### config.mk
export PLATFORM = sky130hd
export DESIGN_NAME = led_sink_control_regs
export DESIGN_NICKNAME = d
export VERILOG_FILES = /design/src/rtl/led_sink_pkg.sv /design/src/rtl/sink_blinker.sv /design/src/rtl/dim_level_select.sv /design/src/rtl/led_sink_control_regs.sv
export SDC_FILE = /design/constraint.sdc
export NUM_CORES = 1
export LEC_CHECK = 0
export BUFFER_PORTS_ARGS = -buffer_cell sky130_fd_sc_hd__buf_2
export CELL_PAD_IN_SITES_DETAIL_PLACEMENT = 0
export CELL_PAD_IN_SITES_GLOBAL_PLACEMENT = 1
export CORE_MARGIN = 5
export CORE_UTILIZATION = 44
export CTS_CLUSTER_DIAMETER = 80
export CTS_CLUSTER_SIZE = 30
export DETAILED_ROUTE_END_ITERATION = 8
export PLACE_DENSITY = 0.75
export SKIP_CTS_REPAIR_TIMING = 1
export SLEW_MARGIN = 20
export SYNTH_ARGS = -nofsm -noshare
export SYNTH_HDL_FRONTEND = slang
export SYNTH_SLANG_ARGS = --single-unit
export TNS_END_PERCENT = 1
### constraint.sdc
create_clock -name core_clk -period 3.61 [get_ports core_clk]
set_input_delay 0.1805 -clock core_clk [delete_from_list [all_inputs] [get_ports core_clk]]
set_output_delay 0.1805 -clock core_clk [all_outputs]
set_load 0.005 [all_outputs]
### src/rtl/led_sink_pkg.sv
// Purpose: Shared constants and types for the LED sink control registers
// Assumes: 20 MHz core clock, 8-bit register addresses and data
// Notes:   Every offset, field and timing figure used by the design lives here
package led_sink_pkg;

    // ==========================================================================
    // Bus and register map
    // ==========================================================================
    localparam int unsigned ADDR_W = 8;
    localparam int unsigned DATA_W = 8;

    localparam logic [ADDR_W-1:0] DARK_DIM_CURRENT_ADDR      = 8'h0e;
    localparam logic [ADDR_W-1:0] SINK_FADE_LAW_ADDR         = 8'h0f;
    localparam logic [ADDR_W-1:0] SINK_ENABLE_CONTROL_ADDR   = 8'h10;
    localparam logic [ADDR_W-1:0] SINK_BLINK_TIME_UPPER_ADDR = 8'h11;
    localparam logic [ADDR_W-1:0] DIM_CONTROL_ADDR           = 8'h20;
    localparam logic [ADDR_W-1:0] SINK_STATUS_ADDR           = 8'h21;

    localparam logic [DATA_W-1:0] REG_RESET = 8'h00;
    localparam logic [DATA_W-1:0] READ_ZERO = 8'h00;

    // ==========================================================================
    // Field layout
    // ==========================================================================
    localparam int unsigned DIM_CODE_W   = 7;
    localparam int unsigned LAW_W        = 2;
    localparam int unsigned NUM_SINKS    = 7;
    localparam int unsigned TIME_CODE_W  = 2;
    localparam int unsigned ON_TIME_LSB  = 6;
    localparam int unsigned SINK7_OFF_LSB = 4;
    localparam int unsigned SINK6_OFF_LSB = 2;
    localparam int unsigned SINK5_OFF_LSB = 0;
    localparam int unsigned DIM_EN_BIT   = 0;
    localparam int unsigned FIRST_UPPER_SINK = 4;

    // Masks that keep reserved bits at zero
    localparam logic [DATA_W-1:0] DIM_CODE_MASK = 8'h7f;
    localparam logic [DATA_W-1:0] LAW_MASK      = 8'h03;
    localparam logic [DATA_W-1:0] ENABLE_MASK   = 8'h7f;
    localparam logic [DATA_W-1:0] DIM_CTRL_MASK = 8'h01;

    // ==========================================================================
    // Fade law encoding
    // ==========================================================================
    localparam logic [LAW_W-1:0] LAW_LINEAR_LINEAR = 2'h0;
    localparam logic [LAW_W-1:0] LAW_SQUARE_LINEAR = 2'h1;
    localparam logic [LAW_W-1:0] LAW_SQUARE_CUBIC0 = 2'h2;
    localparam logic [LAW_W-1:0] LAW_SQUARE_CUBIC1 = 2'h3;

    typedef struct packed {
        logic square_dac;
        logic nonlinear_steps;
        logic cubic_profile;
    } fade_ctrl_t;

    // ==========================================================================
    // DAC scale: linear step 0.236 mA, full code gives 30 mA
    // ==========================================================================
    localparam int unsigned CURRENT_UA_W    = 15;
    localparam logic [CURRENT_UA_W-1:0] LIN_STEP_UA   = 15'h00ec;
    localparam logic [CURRENT_UA_W-1:0] FULL_SCALE_UA = 15'h7530;
    localparam logic [DIM_CODE_W-1:0]   FULL_CODE     = 7'h7f;

    // ==========================================================================
    // Blink timing, in steps of 0.2 s
    // ==========================================================================
    localparam int unsigned CLK_PERIOD_NS = 50;
    localparam int unsigned BLINK_STEP_MS = 200;
    localparam int unsigned BLINK_STEP_CYCLES = (BLINK_STEP_MS * 1000000) / CLK_PERIOD_NS;
    localparam int unsigned STEP_CNT_W = 22;
    localparam int unsigned PHASE_W    = 4;

    localparam logic [TIME_CODE_W-1:0] OFF_DISABLED = 2'h0;

    // On: 0.2, 0.6, 0.8, 1.2 s ; Off: -, 0.6, 1.2, 1.8 s
    localparam logic [PHASE_W-1:0] ON_STEPS_0  = 4'h1;
    localparam logic [PHASE_W-1:0] ON_STEPS_1  = 4'h3;
    localparam logic [PHASE_W-1:0] ON_STEPS_2  = 4'h4;
    localparam logic [PHASE_W-1:0] ON_STEPS_3  = 4'h6;
    localparam logic [PHASE_W-1:0] OFF_STEPS_1 = 4'h3;
    localparam logic [PHASE_W-1:0] OFF_STEPS_2 = 4'h6;
    localparam logic [PHASE_W-1:0] OFF_STEPS_3 = 4'h9;

    typedef enum logic { BLINK_ON, BLINK_OFF } blink_state_t;

endpackage : led_sink_pkg

### src/rtl/sink_blinker.sv
// Purpose: On/off blink sequencer for one current sink
// Assumes: Codes are stable register outputs on the same clock
// Notes:   Sequence restarts in the on phase whenever the sink is enabled
module sink_blinker #(
    parameter int unsigned STEP_CYCLES = led_sink_pkg::BLINK_STEP_CYCLES
) (
    input  wire logic                                  core_clk,
    input  wire logic                                  rst_n,
    input  wire logic                                  enable,
    input  wire logic [led_sink_pkg::TIME_CODE_W-1:0]  on_code,
    input  wire logic [led_sink_pkg::TIME_CODE_W-1:0]  off_code,
    output      logic                                  sink_active
);

    localparam logic [led_sink_pkg::STEP_CNT_W-1:0] STEP_LAST =
        led_sink_pkg::STEP_CNT_W'(STEP_CYCLES - 1);

    led_sink_pkg::blink_state_t              state_reg;
    logic [led_sink_pkg::STEP_CNT_W-1:0]     pre_reg;
    logic [led_sink_pkg::PHASE_W-1:0]        steps_reg;
    logic [led_sink_pkg::PHASE_W-1:0]        on_steps;
    logic [led_sink_pkg::PHASE_W-1:0]        off_steps;
    logic                                    step_tick;
    logic                                    steady;

    always_comb begin
        unique case (on_code)
            2'h0:    on_steps = led_sink_pkg::ON_STEPS_0;
            2'h1:    on_steps = led_sink_pkg::ON_STEPS_1;
            2'h2:    on_steps = led_sink_pkg::ON_STEPS_2;
            2'h3:    on_steps = led_sink_pkg::ON_STEPS_3;
        endcase
    end

    always_comb begin
        unique case (off_code)
            2'h0:    off_steps = led_sink_pkg::OFF_STEPS_1;
            2'h1:    off_steps = led_sink_pkg::OFF_STEPS_1;
            2'h2:    off_steps = led_sink_pkg::OFF_STEPS_2;
            2'h3:    off_steps = led_sink_pkg::OFF_STEPS_3;
        endcase
    end

    assign steady    = (off_code == led_sink_pkg::OFF_DISABLED);
    assign step_tick = (pre_reg == STEP_LAST);

    // ==========================================================================
    // Step prescaler, held at zero while disabled so sinks start in step
    // ==========================================================================
    always_ff @(posedge core_clk or negedge rst_n) begin
        if (!rst_n) begin
            pre_reg <= '0;
        end else if (!enable || step_tick) begin
            pre_reg <= '0;
        end else begin
            pre_reg <= pre_reg + 1'b1;
        end
    end

    // ==========================================================================
    // Phase sequencer
    // ==========================================================================
    always_ff @(posedge core_clk or negedge rst_n) begin
        if (!rst_n) begin
            state_reg <= led_sink_pkg::BLINK_ON;
            steps_reg <= '0;
        end else if (!enable || steady) begin
            state_reg <= led_sink_pkg::BLINK_ON;
            steps_reg <= '0;
        end else if (step_tick) begin
            unique case (state_reg)
                led_sink_pkg::BLINK_ON: begin
                    if (steps_reg + 1'b1 >= on_steps) begin
                        state_reg <= led_sink_pkg::BLINK_OFF;
                        steps_reg <= '0;
                    end else begin
                        steps_reg <= steps_reg + 1'b1;
                    end
                end
                led_sink_pkg::BLINK_OFF: begin
                    if (steps_reg + 1'b1 >= off_steps) begin
                        state_reg <= led_sink_pkg::BLINK_ON;
                        steps_reg <= '0;
                    end else begin
                        steps_reg <= steps_reg + 1'b1;
                    end
                end
            endcase
        end
    end

    always_ff @(posedge core_clk or negedge rst_n) begin
        if (!rst_n) begin
            sink_active <= 1'b0;
        end else begin
            sink_active <= enable && (steady || (state_reg == led_sink_pkg::BLINK_ON));
        end
    end

endmodule : sink_blinker

### src/rtl/dim_level_select.sv
// Purpose: Chooses the backlight DAC code between normal and dark dim level
// Assumes: Timeout and wake are one-cycle pulses on core_clk
// Notes:   A timeout in the same cycle as a wake keeps the dimmed state
module dim_level_select (
    input  wire logic                                 core_clk,
    input  wire logic                                 rst_n,
    input  wire logic                                 dim_timeout,
    input  wire logic                                 wake,
    input  wire logic                                 dim_en,
    input  wire logic [led_sink_pkg::DIM_CODE_W-1:0]  max_code,
    input  wire logic [led_sink_pkg::DIM_CODE_W-1:0]  dim_code,
    output      logic                                 dimmed,
    output      logic [led_sink_pkg::DIM_CODE_W-1:0]  level_code
);

    logic timed_out_reg;
    always_ff @(posedge core_clk or negedge rst_n) begin
        if (!rst_n) begin
            timed_out_reg <= 1'b0;
        end else if (dim_timeout) begin
            timed_out_reg <= 1'b1;
        end else if (wake) begin
            timed_out_reg <= 1'b0;
        end
    end

    always_ff @(posedge core_clk or negedge rst_n) begin
        if (!rst_n) begin
            dimmed     <= 1'b0;
            level_code <= '0;
        end else begin
            dimmed     <= timed_out_reg || dim_en;
            level_code <= (timed_out_reg || dim_en) ? dim_code : max_code;
        end
    end

endmodule : dim_level_select

### src/rtl/led_sink_control_regs.sv
// Purpose: Configuration registers for backlight dim level and seven current sinks
// Assumes: Register port on core_clk; timer pulses come from logic on the same clock
// Notes:   Read data appears in the cycle after the read strobe only
//
// The strobed register port was decided locally.

// What this block does
// - Dark dim code held in bits 6:0
// - Dim on timer expiry or dim enable flag
// - Code maps linearly, 0.236 mA per step
// - Two-bit fade law selector, upper bits reserved
// - Codes 00/01 select linear steps, DAC law
// - Codes 10/11 square DAC, own cubic profile
// - Seven enable bits, bit0 is sink one
// - Enable bit one turns sink on
// - On-time code selects 0.2 to 1.2 s
// - Off-time codes for sinks 7,6,5 give pauses
// - Off code 00 keeps sink steadily on
module led_sink_control_regs #(
    parameter int unsigned STEP_CYCLES = led_sink_pkg::BLINK_STEP_CYCLES
) (
    input  wire logic                                     core_clk,
    input  wire logic                                     rst_n,
    input  wire logic [led_sink_pkg::ADDR_W-1:0]          reg_addr,
    input  wire logic [led_sink_pkg::DATA_W-1:0]          reg_wdata,
    input  wire logic                                     reg_write,
    input  wire logic                                     reg_read,
    output      logic [led_sink_pkg::DATA_W-1:0]          reg_rdata,
    input  wire logic                                     dim_timeout,
    input  wire logic                                     wake,
    input  wire logic [led_sink_pkg::DIM_CODE_W-1:0]      backlight_max_code,
    input  wire logic [led_sink_pkg::DATA_W-1:0]          sink_blink_time_lower,
    output      logic [led_sink_pkg::DIM_CODE_W-1:0]      backlight_code,
    output      logic                                     backlight_dimmed,
    output      logic [led_sink_pkg::CURRENT_UA_W-1:0]    backlight_lin_ua,
    output      led_sink_pkg::fade_ctrl_t                 fade_ctrl,
    output      logic [led_sink_pkg::NUM_SINKS-1:0]       sink_drive
);

    // ==========================================================================
    // Register storage
    // ==========================================================================
    logic [led_sink_pkg::DIM_CODE_W-1:0]   dark_dim_code;
    logic [led_sink_pkg::LAW_W-1:0]        fade_law_select;
    logic [led_sink_pkg::NUM_SINKS-1:0]    sink_on;
    logic [led_sink_pkg::DATA_W-1:0]       blink_time_upper_reg;
    logic                                  dim_en_reg;
    logic [led_sink_pkg::NUM_SINKS-1:0]    sink_active;
    logic                                  dimmed_w;
    logic [led_sink_pkg::DIM_CODE_W-1:0]   level_w;
    logic [led_sink_pkg::TIME_CODE_W-1:0]  blink_on_time;
    logic [led_sink_pkg::TIME_CODE_W-1:0]  sink7_off_time;
    logic [led_sink_pkg::TIME_CODE_W-1:0]  sink6_off_time;
    logic [led_sink_pkg::TIME_CODE_W-1:0]  sink5_off_time;
    logic [led_sink_pkg::TIME_CODE_W-1:0]  off_code [led_sink_pkg::NUM_SINKS];
    logic [led_sink_pkg::DATA_W-1:0]       rdata_next;

    logic wr_dim;
    logic wr_law;
    logic wr_en;
    logic wr_time;
    logic wr_dctl;

    assign wr_dim  = reg_write && (reg_addr == led_sink_pkg::DARK_DIM_CURRENT_ADDR);
    assign wr_law  = reg_write && (reg_addr == led_sink_pkg::SINK_FADE_LAW_ADDR);
    assign wr_en   = reg_write && (reg_addr == led_sink_pkg::SINK_ENABLE_CONTROL_ADDR);
    assign wr_time = reg_write && (reg_addr == led_sink_pkg::SINK_BLINK_TIME_UPPER_ADDR);
    assign wr_dctl = reg_write && (reg_addr == led_sink_pkg::DIM_CONTROL_ADDR);

    always_ff @(posedge core_clk or negedge rst_n) begin
        if (!rst_n) begin
            dark_dim_code <= '0;
        end else if (wr_dim) begin
            dark_dim_code <= reg_wdata[led_sink_pkg::DIM_CODE_W-1:0];
        end
    end

    always_ff @(posedge core_clk or negedge rst_n) begin
        if (!rst_n) begin
            fade_law_select <= '0;
        end else if (wr_law) begin
            fade_law_select <= reg_wdata[led_sink_pkg::LAW_W-1:0];
        end
    end

    // All sinks written together start their sequences in the same cycle
    always_ff @(posedge core_clk or negedge rst_n) begin
        if (!rst_n) begin
            sink_on <= '0;
        end else if (wr_en) begin
            sink_on <= reg_wdata[led_sink_pkg::NUM_SINKS-1:0];
        end
    end

    always_ff @(posedge core_clk or negedge rst_n) begin
        if (!rst_n) begin
            blink_time_upper_reg <= led_sink_pkg::REG_RESET;
        end else if (wr_time) begin
            blink_time_upper_reg <= reg_wdata;
        end
    end

    always_ff @(posedge core_clk or negedge rst_n) begin
        if (!rst_n) begin
            dim_en_reg <= 1'b0;
        end else if (wr_dctl) begin
            dim_en_reg <= reg_wdata[led_sink_pkg::DIM_EN_BIT];
        end
    end

    // ==========================================================================
    // Read path: reserved bits and unmapped addresses return zero
    // ==========================================================================
    always_comb begin
        rdata_next = led_sink_pkg::READ_ZERO;
        unique case (reg_addr)
            led_sink_pkg::DARK_DIM_CURRENT_ADDR:
                rdata_next = led_sink_pkg::DATA_W'(dark_dim_code) & led_sink_pkg::DIM_CODE_MASK;
            led_sink_pkg::SINK_FADE_LAW_ADDR:
                rdata_next = led_sink_pkg::DATA_W'(fade_law_select) & led_sink_pkg::LAW_MASK;
            led_sink_pkg::SINK_ENABLE_CONTROL_ADDR:
                rdata_next = led_sink_pkg::DATA_W'(sink_on) & led_sink_pkg::ENABLE_MASK;
            led_sink_pkg::SINK_BLINK_TIME_UPPER_ADDR:
                rdata_next = blink_time_upper_reg;
            led_sink_pkg::DIM_CONTROL_ADDR:
                rdata_next = led_sink_pkg::DATA_W'(dim_en_reg) & led_sink_pkg::DIM_CTRL_MASK;
            led_sink_pkg::SINK_STATUS_ADDR:
                rdata_next = {dimmed_w, sink_active};
            default:
                rdata_next = led_sink_pkg::READ_ZERO;
        endcase
    end

    // Data held only for the one cycle after a read, zero otherwise
    always_ff @(posedge core_clk or negedge rst_n) begin
        if (!rst_n) begin
            reg_rdata <= led_sink_pkg::READ_ZERO;
        end else if (reg_read) begin
            reg_rdata <= rdata_next;
        end else begin
            reg_rdata <= led_sink_pkg::READ_ZERO;
        end
    end

    // ==========================================================================
    // Backlight dim level
    // ==========================================================================
    dim_level_select u_dim (
        .core_clk   (core_clk),
        .rst_n      (rst_n),
        .dim_timeout(dim_timeout),
        .wake       (wake),
        .dim_en     (dim_en_reg),
        .max_code   (backlight_max_code),
        .dim_code   (dark_dim_code),
        .dimmed     (dimmed_w),
        .level_code (level_w)
    );

    always_ff @(posedge core_clk or negedge rst_n) begin
        if (!rst_n) begin
            backlight_code   <= '0;
            backlight_dimmed <= 1'b0;
        end else begin
            backlight_code   <= level_w;
            backlight_dimmed <= dimmed_w;
        end
    end

    // Linear-law current estimate; full code pinned to the exact full scale
    always_ff @(posedge core_clk or negedge rst_n) begin
        if (!rst_n) begin
            backlight_lin_ua <= '0;
        end else if (level_w == led_sink_pkg::FULL_CODE) begin
            backlight_lin_ua <= led_sink_pkg::FULL_SCALE_UA;
        end else begin
            backlight_lin_ua <= led_sink_pkg::CURRENT_UA_W'(
                led_sink_pkg::CURRENT_UA_W'(level_w) * led_sink_pkg::LIN_STEP_UA);
        end
    end

    // ==========================================================================
    // Fade law decode
    // ==========================================================================
    always_ff @(posedge core_clk or negedge rst_n) begin
        if (!rst_n) begin
            fade_ctrl <= '0;
        end else begin
            unique case (fade_law_select)
                led_sink_pkg::LAW_LINEAR_LINEAR: fade_ctrl <= 3'b000;
                led_sink_pkg::LAW_SQUARE_LINEAR: fade_ctrl <= 3'b100;
                led_sink_pkg::LAW_SQUARE_CUBIC0: fade_ctrl <= 3'b110;
                led_sink_pkg::LAW_SQUARE_CUBIC1: fade_ctrl <= 3'b111;
            endcase
        end
    end

    // ==========================================================================
    // Blink sequencers, one per sink
    // ==========================================================================
    assign blink_on_time  = blink_time_upper_reg[led_sink_pkg::ON_TIME_LSB +: led_sink_pkg::TIME_CODE_W];
    assign sink7_off_time = blink_time_upper_reg[led_sink_pkg::SINK7_OFF_LSB +: led_sink_pkg::TIME_CODE_W];
    assign sink6_off_time = blink_time_upper_reg[led_sink_pkg::SINK6_OFF_LSB +: led_sink_pkg::TIME_CODE_W];
    assign sink5_off_time = blink_time_upper_reg[led_sink_pkg::SINK5_OFF_LSB +: led_sink_pkg::TIME_CODE_W];

    // Sinks 1 to 4 take their off times from the lower time register outside
    for (genvar i = 0; i < led_sink_pkg::FIRST_UPPER_SINK; i++) begin : g_low
        assign off_code[i] = sink_blink_time_lower[i*led_sink_pkg::TIME_CODE_W +: led_sink_pkg::TIME_CODE_W];
    end
    assign off_code[4] = sink5_off_time;
    assign off_code[5] = sink6_off_time;
    assign off_code[6] = sink7_off_time;

    for (genvar s = 0; s < led_sink_pkg::NUM_SINKS; s++) begin : g_sink
        sink_blinker #(
            .STEP_CYCLES(STEP_CYCLES)
        ) u_blink (
            .core_clk   (core_clk),
            .rst_n      (rst_n),
            .enable     (sink_on[s]),
            .on_code    (blink_on_time),
            .off_code   (off_code[s]),
            .sink_active(sink_active[s])
        );
    end

    always_ff @(posedge core_clk or negedge rst_n) begin
        if (!rst_n) begin
            sink_drive <= '0;
        end else begin
            sink_drive <= sink_active;
        end
    end

endmodule : led_sink_control_regs

==> impl_metrics.ini, run 1 <==
[outcome]
outcome = finished, violations left
violations = negative hold slack

[detailed_routing]
detailroute.via_count = 10600
wl_per_cell_um = 15.5
remaining_drc_errors = 0
routed_via_density = 5.26
wl_um = 31200
ant_nets = 0
initialDrtViolationCount = 696
drt_first_pass_iters = 5

[sta]
worstMarginPinSlew_ps = 950
rsz0062_at_grt = yes
finalHoldViolCount = 2
skew_ps = 22.4
period_needed_ps = 3480
setup_violations = 0
fmax_ghz = 0.287
drv_slew = 0
period_share_pct = 96.4
hold_ws_ps = -16.2
relSlewSlack_pct = 36.1

[floorplanning]
num_io_pins = 78
die_area_um2 = 37000
initial_core_util_pct = 44.7
die_w_um = 192
rows = 66
core-area_um2 = 32700
die_h_um = 192

[pwr]
powerDensity_nw_per_um2 = 359
p_leak_nw = 7.38
power_mw = 5.88
ir_drop_mv = 0.287

[placed_design]
dpl.hpwl_um = 22300
placed_cell_area_um2 = 15600
place_congestion = 0.842
place.port_buffers = 75

[clocking]
root_buffer = clkbuf_16
numCtsBuffers = 17
path_clk_slew_ps = 90
clk_latency_ps = 510
cts_sinks = 269
cts_buffer_depth = 3
cts_tree = built
htreeDepth = 1

[worst_setup_path]
cp_max_fo = 4
arrival_ps = 3900
endpoint_kind = register
worstSetupPathType = reg -> reg
start_kind = register
cp.required_ps = 4030

[synth]
synth_seq_cells = 269
synth_top_area_cell = dfrtp_1
synth.avg_cell_area_um2 = 10.0
yosysSeqAreaShare_pct = 46.1
synth_flop_cell = dfrtp_1
synth_top_area_share_pct = 46.1
syn_area_um2 = 14600
syn_inst = 1458
synth_common_cells = dfrtp_1 (269), nor2_1 (199), xor2_1 (97), ha_1 (91), nand2_1 (91)
synth_warnings = 0
synth.most_common_cell = dfrtp_1
synth_cell_types = 63
synth-async-reset-ratio_pct = 100
synth_edf_count = 0
synth_area_leaders = dfrtp_1 (46%), ha_1 (7.8%), xor2_1 (5.8%)

[layout]
fillers = 3089
multi_input_area_um2 = 7530
largest_reg_flops = 154
area_growth_pct = 12.1
fin_area_um2 = 16400
antenna_cells = 0
regArea_um2 = 6730
layout-drive-gt1-share_pct = 11.4
final_nets = 1702

[min_path]
hp-class = in -> reg

[global_routing]
grt-ovfl-total = 0
grt_usage_pct = 17.0
antenna_found_initial = 3
grt_pass1_vias = 10400
grt_max_degree = 93
grt_pass1_wl_um = 52500

[run]
maxCapViolations = 0
## worst max-delay path, stage by stage (launching register included)
cell and delay [ps]:
dfrtp_1 390, buf_4 150, fa_1 450, fa_1 500, inv_1 50, fa_1 500
inv_1 40, ha_1 320, nor2b_1 160, o21ai_1 230, a211oi_1 160, o31a_1 300
o21ai_0 150
## metrics by stage
step           instances  util [%]  worst slack [ps]  TNS (ps)
6_report            2012      50.1               129         0
5_1_grt             2012      50.1             -60.7      -130
4_1_cts             1991      49.4             -12.2     -17.5
3_5_place_dp        1962      47.6             -8.93     -10.9
3_3_place_gp        1962      47.6              82.6         0
2_1_floorplan       1459         -              52.9         0
## layer usage
layer / wire [um] / share of wire (%) / up-vias / track usage (%)
met5: 35 / 0.11 / - / 0
met4: 527 / 1.7 / 6 / 3.35
met3: 1370 / 4.4 / 30 / 3.05
met2: 13700 / 44 / 150 / 26.4
met1: 15500 / 50 / 5101 / 25.3
li1: - / - / 5300 / -
## layout by cell type (no fill, tap or decap), types with 37 or more instances in the layout
master / synthesis / final
nand4_1: 59 / 59
dfrtp_1: 269 / 268
a21oi_1: 37 / 37
xnor2_1: 61 / 61
nand2_1: 91 / 91
ha_1: 91 / 91
nor2_1: 199 / 199
buf_2: 10 / 74
xor2_1: 97 / 97
nand3_1: 74 / 74
o21ai_0: 42 / 37
inv_1: 59 / 59
## worst paths after layout
kind                                               start                        endpoint  slack, ps  cells past startpoint
max                                  u_dim.level_code[2]            backlight_lin_ua[13]        130                     12
min                             sink_blink_time_lower[0]  g_sink[0].u_blink.steps_reg[3]        -20                      3
max reg2reg                          u_dim.level_code[2]            backlight_lin_ua[13]        130                     12
min reg2reg                g_sink[6].u_blink.sink_active                   sink_drive[6]        400                      0
max in group asynchronous                          rst_n    g_sink[0].u_blink.pre_reg[4]       2380                      3
min in group asynchronous                          rst_n   g_sink[6].u_blink.pre_reg[21]        290                      2
## logic make-up after synthesis
family	share of synthesized area, %
other	0.0257
and+or+nand+nor	22.5
adders and majority gates	9.71
xor gates and xnor gates	9.47
AOI/OAI and AO/OA	7.00
DFF	46.1
muxes	2.60
buffers and inverters	2.58
## report_power, final
group          internal (mW)  leakage (nW)  switching, mW
Clock                  0.962         0.282           1.17
Combinational          0.257          3.40          0.355
Sequential              3.09          3.70         0.0517
## final cells by class
cell class,instances,share of cell area (%)
repair buffers,115,4.66
clock inverters,11,0.856
multi-input cells,1098,46.0
well taps,442,3.38
flip-flops and latches,269,41.1
inverters,59,1.35
clock buffers,18,2.68
No activity file was read; power rests on OpenSTA's default activity.
==> run 2: changes to the inputs <==
--- a/config.mk
+++ b/config.mk
@@ -9,11 +9,12 @@
 export CELL_PAD_IN_SITES_DETAIL_PLACEMENT = 0
 export CELL_PAD_IN_SITES_GLOBAL_PLACEMENT = 1
 export CORE_MARGIN = 5
-export CORE_UTILIZATION = 44
+export CORE_UTILIZATION = 46
+export CTS_BUF_LIST = sky130_fd_sc_hd__clkbuf_8
 export CTS_CLUSTER_DIAMETER = 80
 export CTS_CLUSTER_SIZE = 30
 export DETAILED_ROUTE_END_ITERATION = 8
-export PLACE_DENSITY = 0.75
+export PLACE_DENSITY = 0.78
 export SKIP_CTS_REPAIR_TIMING = 1
 export SLEW_MARGIN = 20
 export SYNTH_ARGS = -nofsm -noshare
==> impl_metrics.ini, run 2 (synthesis results as in run 1) <==
[sta]
skew_ps = 30.4
tns_ps = 0
fmax_ghz = 0.288
period_needed_ps = 3470
period_share_pct = 96.1
rsz0062_at_grt = no
drv_slew = 0
hold_ws_ps = 14.2
relSlewSlack_pct = 36.5
worstMarginPinSlew_ps = 946
setup_violations = 0
finalHoldViolCount = 0

[global_routing]
grt_usage_pct = 17.5
grt_pass1_vias = 10400
grt_pass1_wl_um = 52900
grt-ovfl-total = 0
grt_max_degree = 97
antenna_found_initial = 2

[worst_setup_path]
cp_top_family = adder cells
cpMaxStageDelayCell = fa_1
start_kind = register
cp_max_fo = 4
reg2reg_depth = 12
worstSetupPathType = reg -> reg
r2r-end = backlight_lin_ua[14]
timing.rr.start = u_dim.level_code[2]
cp.required_ps = 4040
path_depth = 12
arrival_ps = 3900
reg2reg_slack_ps = 140
endpoint_kind = register
path_cells = buf_4 > fa_1 > fa_1 > inv_1 > fa_1 > inv_1 > ha_1 > a211oi_2 > o211ai_1 > a221oi_2 > xnor2_1 > nand2_1
critPathMostFrequentCell = fa_1
worstPathBufferInverterCount = 3
cpPeakStageDelay_ps = 500

[floorplanning]
rows = 65
initial_core_util_pct = 46.4
core-area_um2 = 31500
die_area_um2 = 35400
die_h_um = 188
die_w_um = 188
num_io_pins = 78

[clocking]
path_clk_slew_ps = 150
htreeDepth = 1
root_buffer = clkbuf_8
clk_latency_ps = 570
cts_sinks = 269
cts_tree = built
numCtsBuffers = 16
cts_buffer_depth = 3

[min_path]
min_from = sink_blink_time_lower[5]
whs_endpoint = g_sink[2].u_blink.sink_active
hp-class = in -> reg
min_path_cells = 3

[detailed_routing]
routed_via_density = 5.34
wl_per_cell_um = 15.5
initialDrtViolationCount = 582
ant_nets = 0
remaining_drc_errors = 0
drt_first_pass_iters = 4
detailroute.via_count = 10600
wl_um = 30700

[placed_design]
place.port_buffers = 75
place_congestion = 0.834
dpl.hpwl_um = 22000
placed_cells = 1920

[layout]
instances_no_fill = 1978
layout_commonest_cell = dfrtp_1
final_nets = 1707
area_growth_pct = 11.0
largest_reg_flops = 154
most-common-layout-cells = dfrtp_1 (268), nor2_1 (198), xor2_1 (97)
layout-drive-gt1-share_pct = 11.3

[pwr]
power_mw = 5.46
ir_drop_mv = 0.229
powerDensity_nw_per_um2 = 337
p_leak_nw = 7.33

[run]
maxCapViolations = 0

[outcome]
outcome = finished, final reports clean
==> run 2: cell type report <==
cell class	count	area, um^2
Timing Repair Buffer	121	828
Clock inverter	10	146
Sequential cell	269	6730
Tap cell	402	503
Clock buffer	18	248
Inverter	59	221
Fill cell	2854	15300
Antenna cell	1	2.50
Multi-Input combinational cell	1098	7540
==> run 2: where the power goes <==
part	total, mW	switching [mW]	internal (mW)	leakage [nW]
logic	0.624	0.359	0.265	3.43
registers	3.14	0.0493	3.09	3.70
clock network	1.70	1.09	0.604	0.200
==> run 2: layer usage <==
metal	vias to the layer above	share of wire (%)	global-route usage [%]
met3	26	4.0	3.04
met2	131	45	27.4
met5	-	0.065	0
met4	2	1.0	2.60
met1	5108	50	26.2
li1	5305	-	-
==> run 2: worst max path at each step <==
| stage | start | to | slack [ps] |
|---|---|---|---|
| after CTS | u_dim.level_code[2] | backlight_lin_ua[14] | -1 |
| after global placement | u_dim.level_code[2] | backlight_lin_ua[14] | 90 |
| final | u_dim.level_code[2] | backlight_lin_ua[14] | 140 |
| after global routing | u_dim.level_code[2] | backlight_lin_ua[12] | 9 |
| after floorplan | u_dim.level_code[4] | backlight_lin_ua[14] | 50 |
| after detailed placement | u_dim.level_code[1] | backlight_lin_ua[14] | 40 |
==> run 2: tightest hold or removal path: stages <==
cell     delay (ps)
buf_2           110
o21ai_0         100
and2_1          160
==> run 2: through the flow <==
step                      utilization (%)  worst slack [ps]  instance area, um^2
after floorplan                         -              52.9                14600
after global placement               49.3              92.9                15500
after detailed placement             49.3              35.6                15500
after CTS                            50.5             -1.37                15900
after global routing                 51.5              9.34                16200
final                                51.5               142                16200
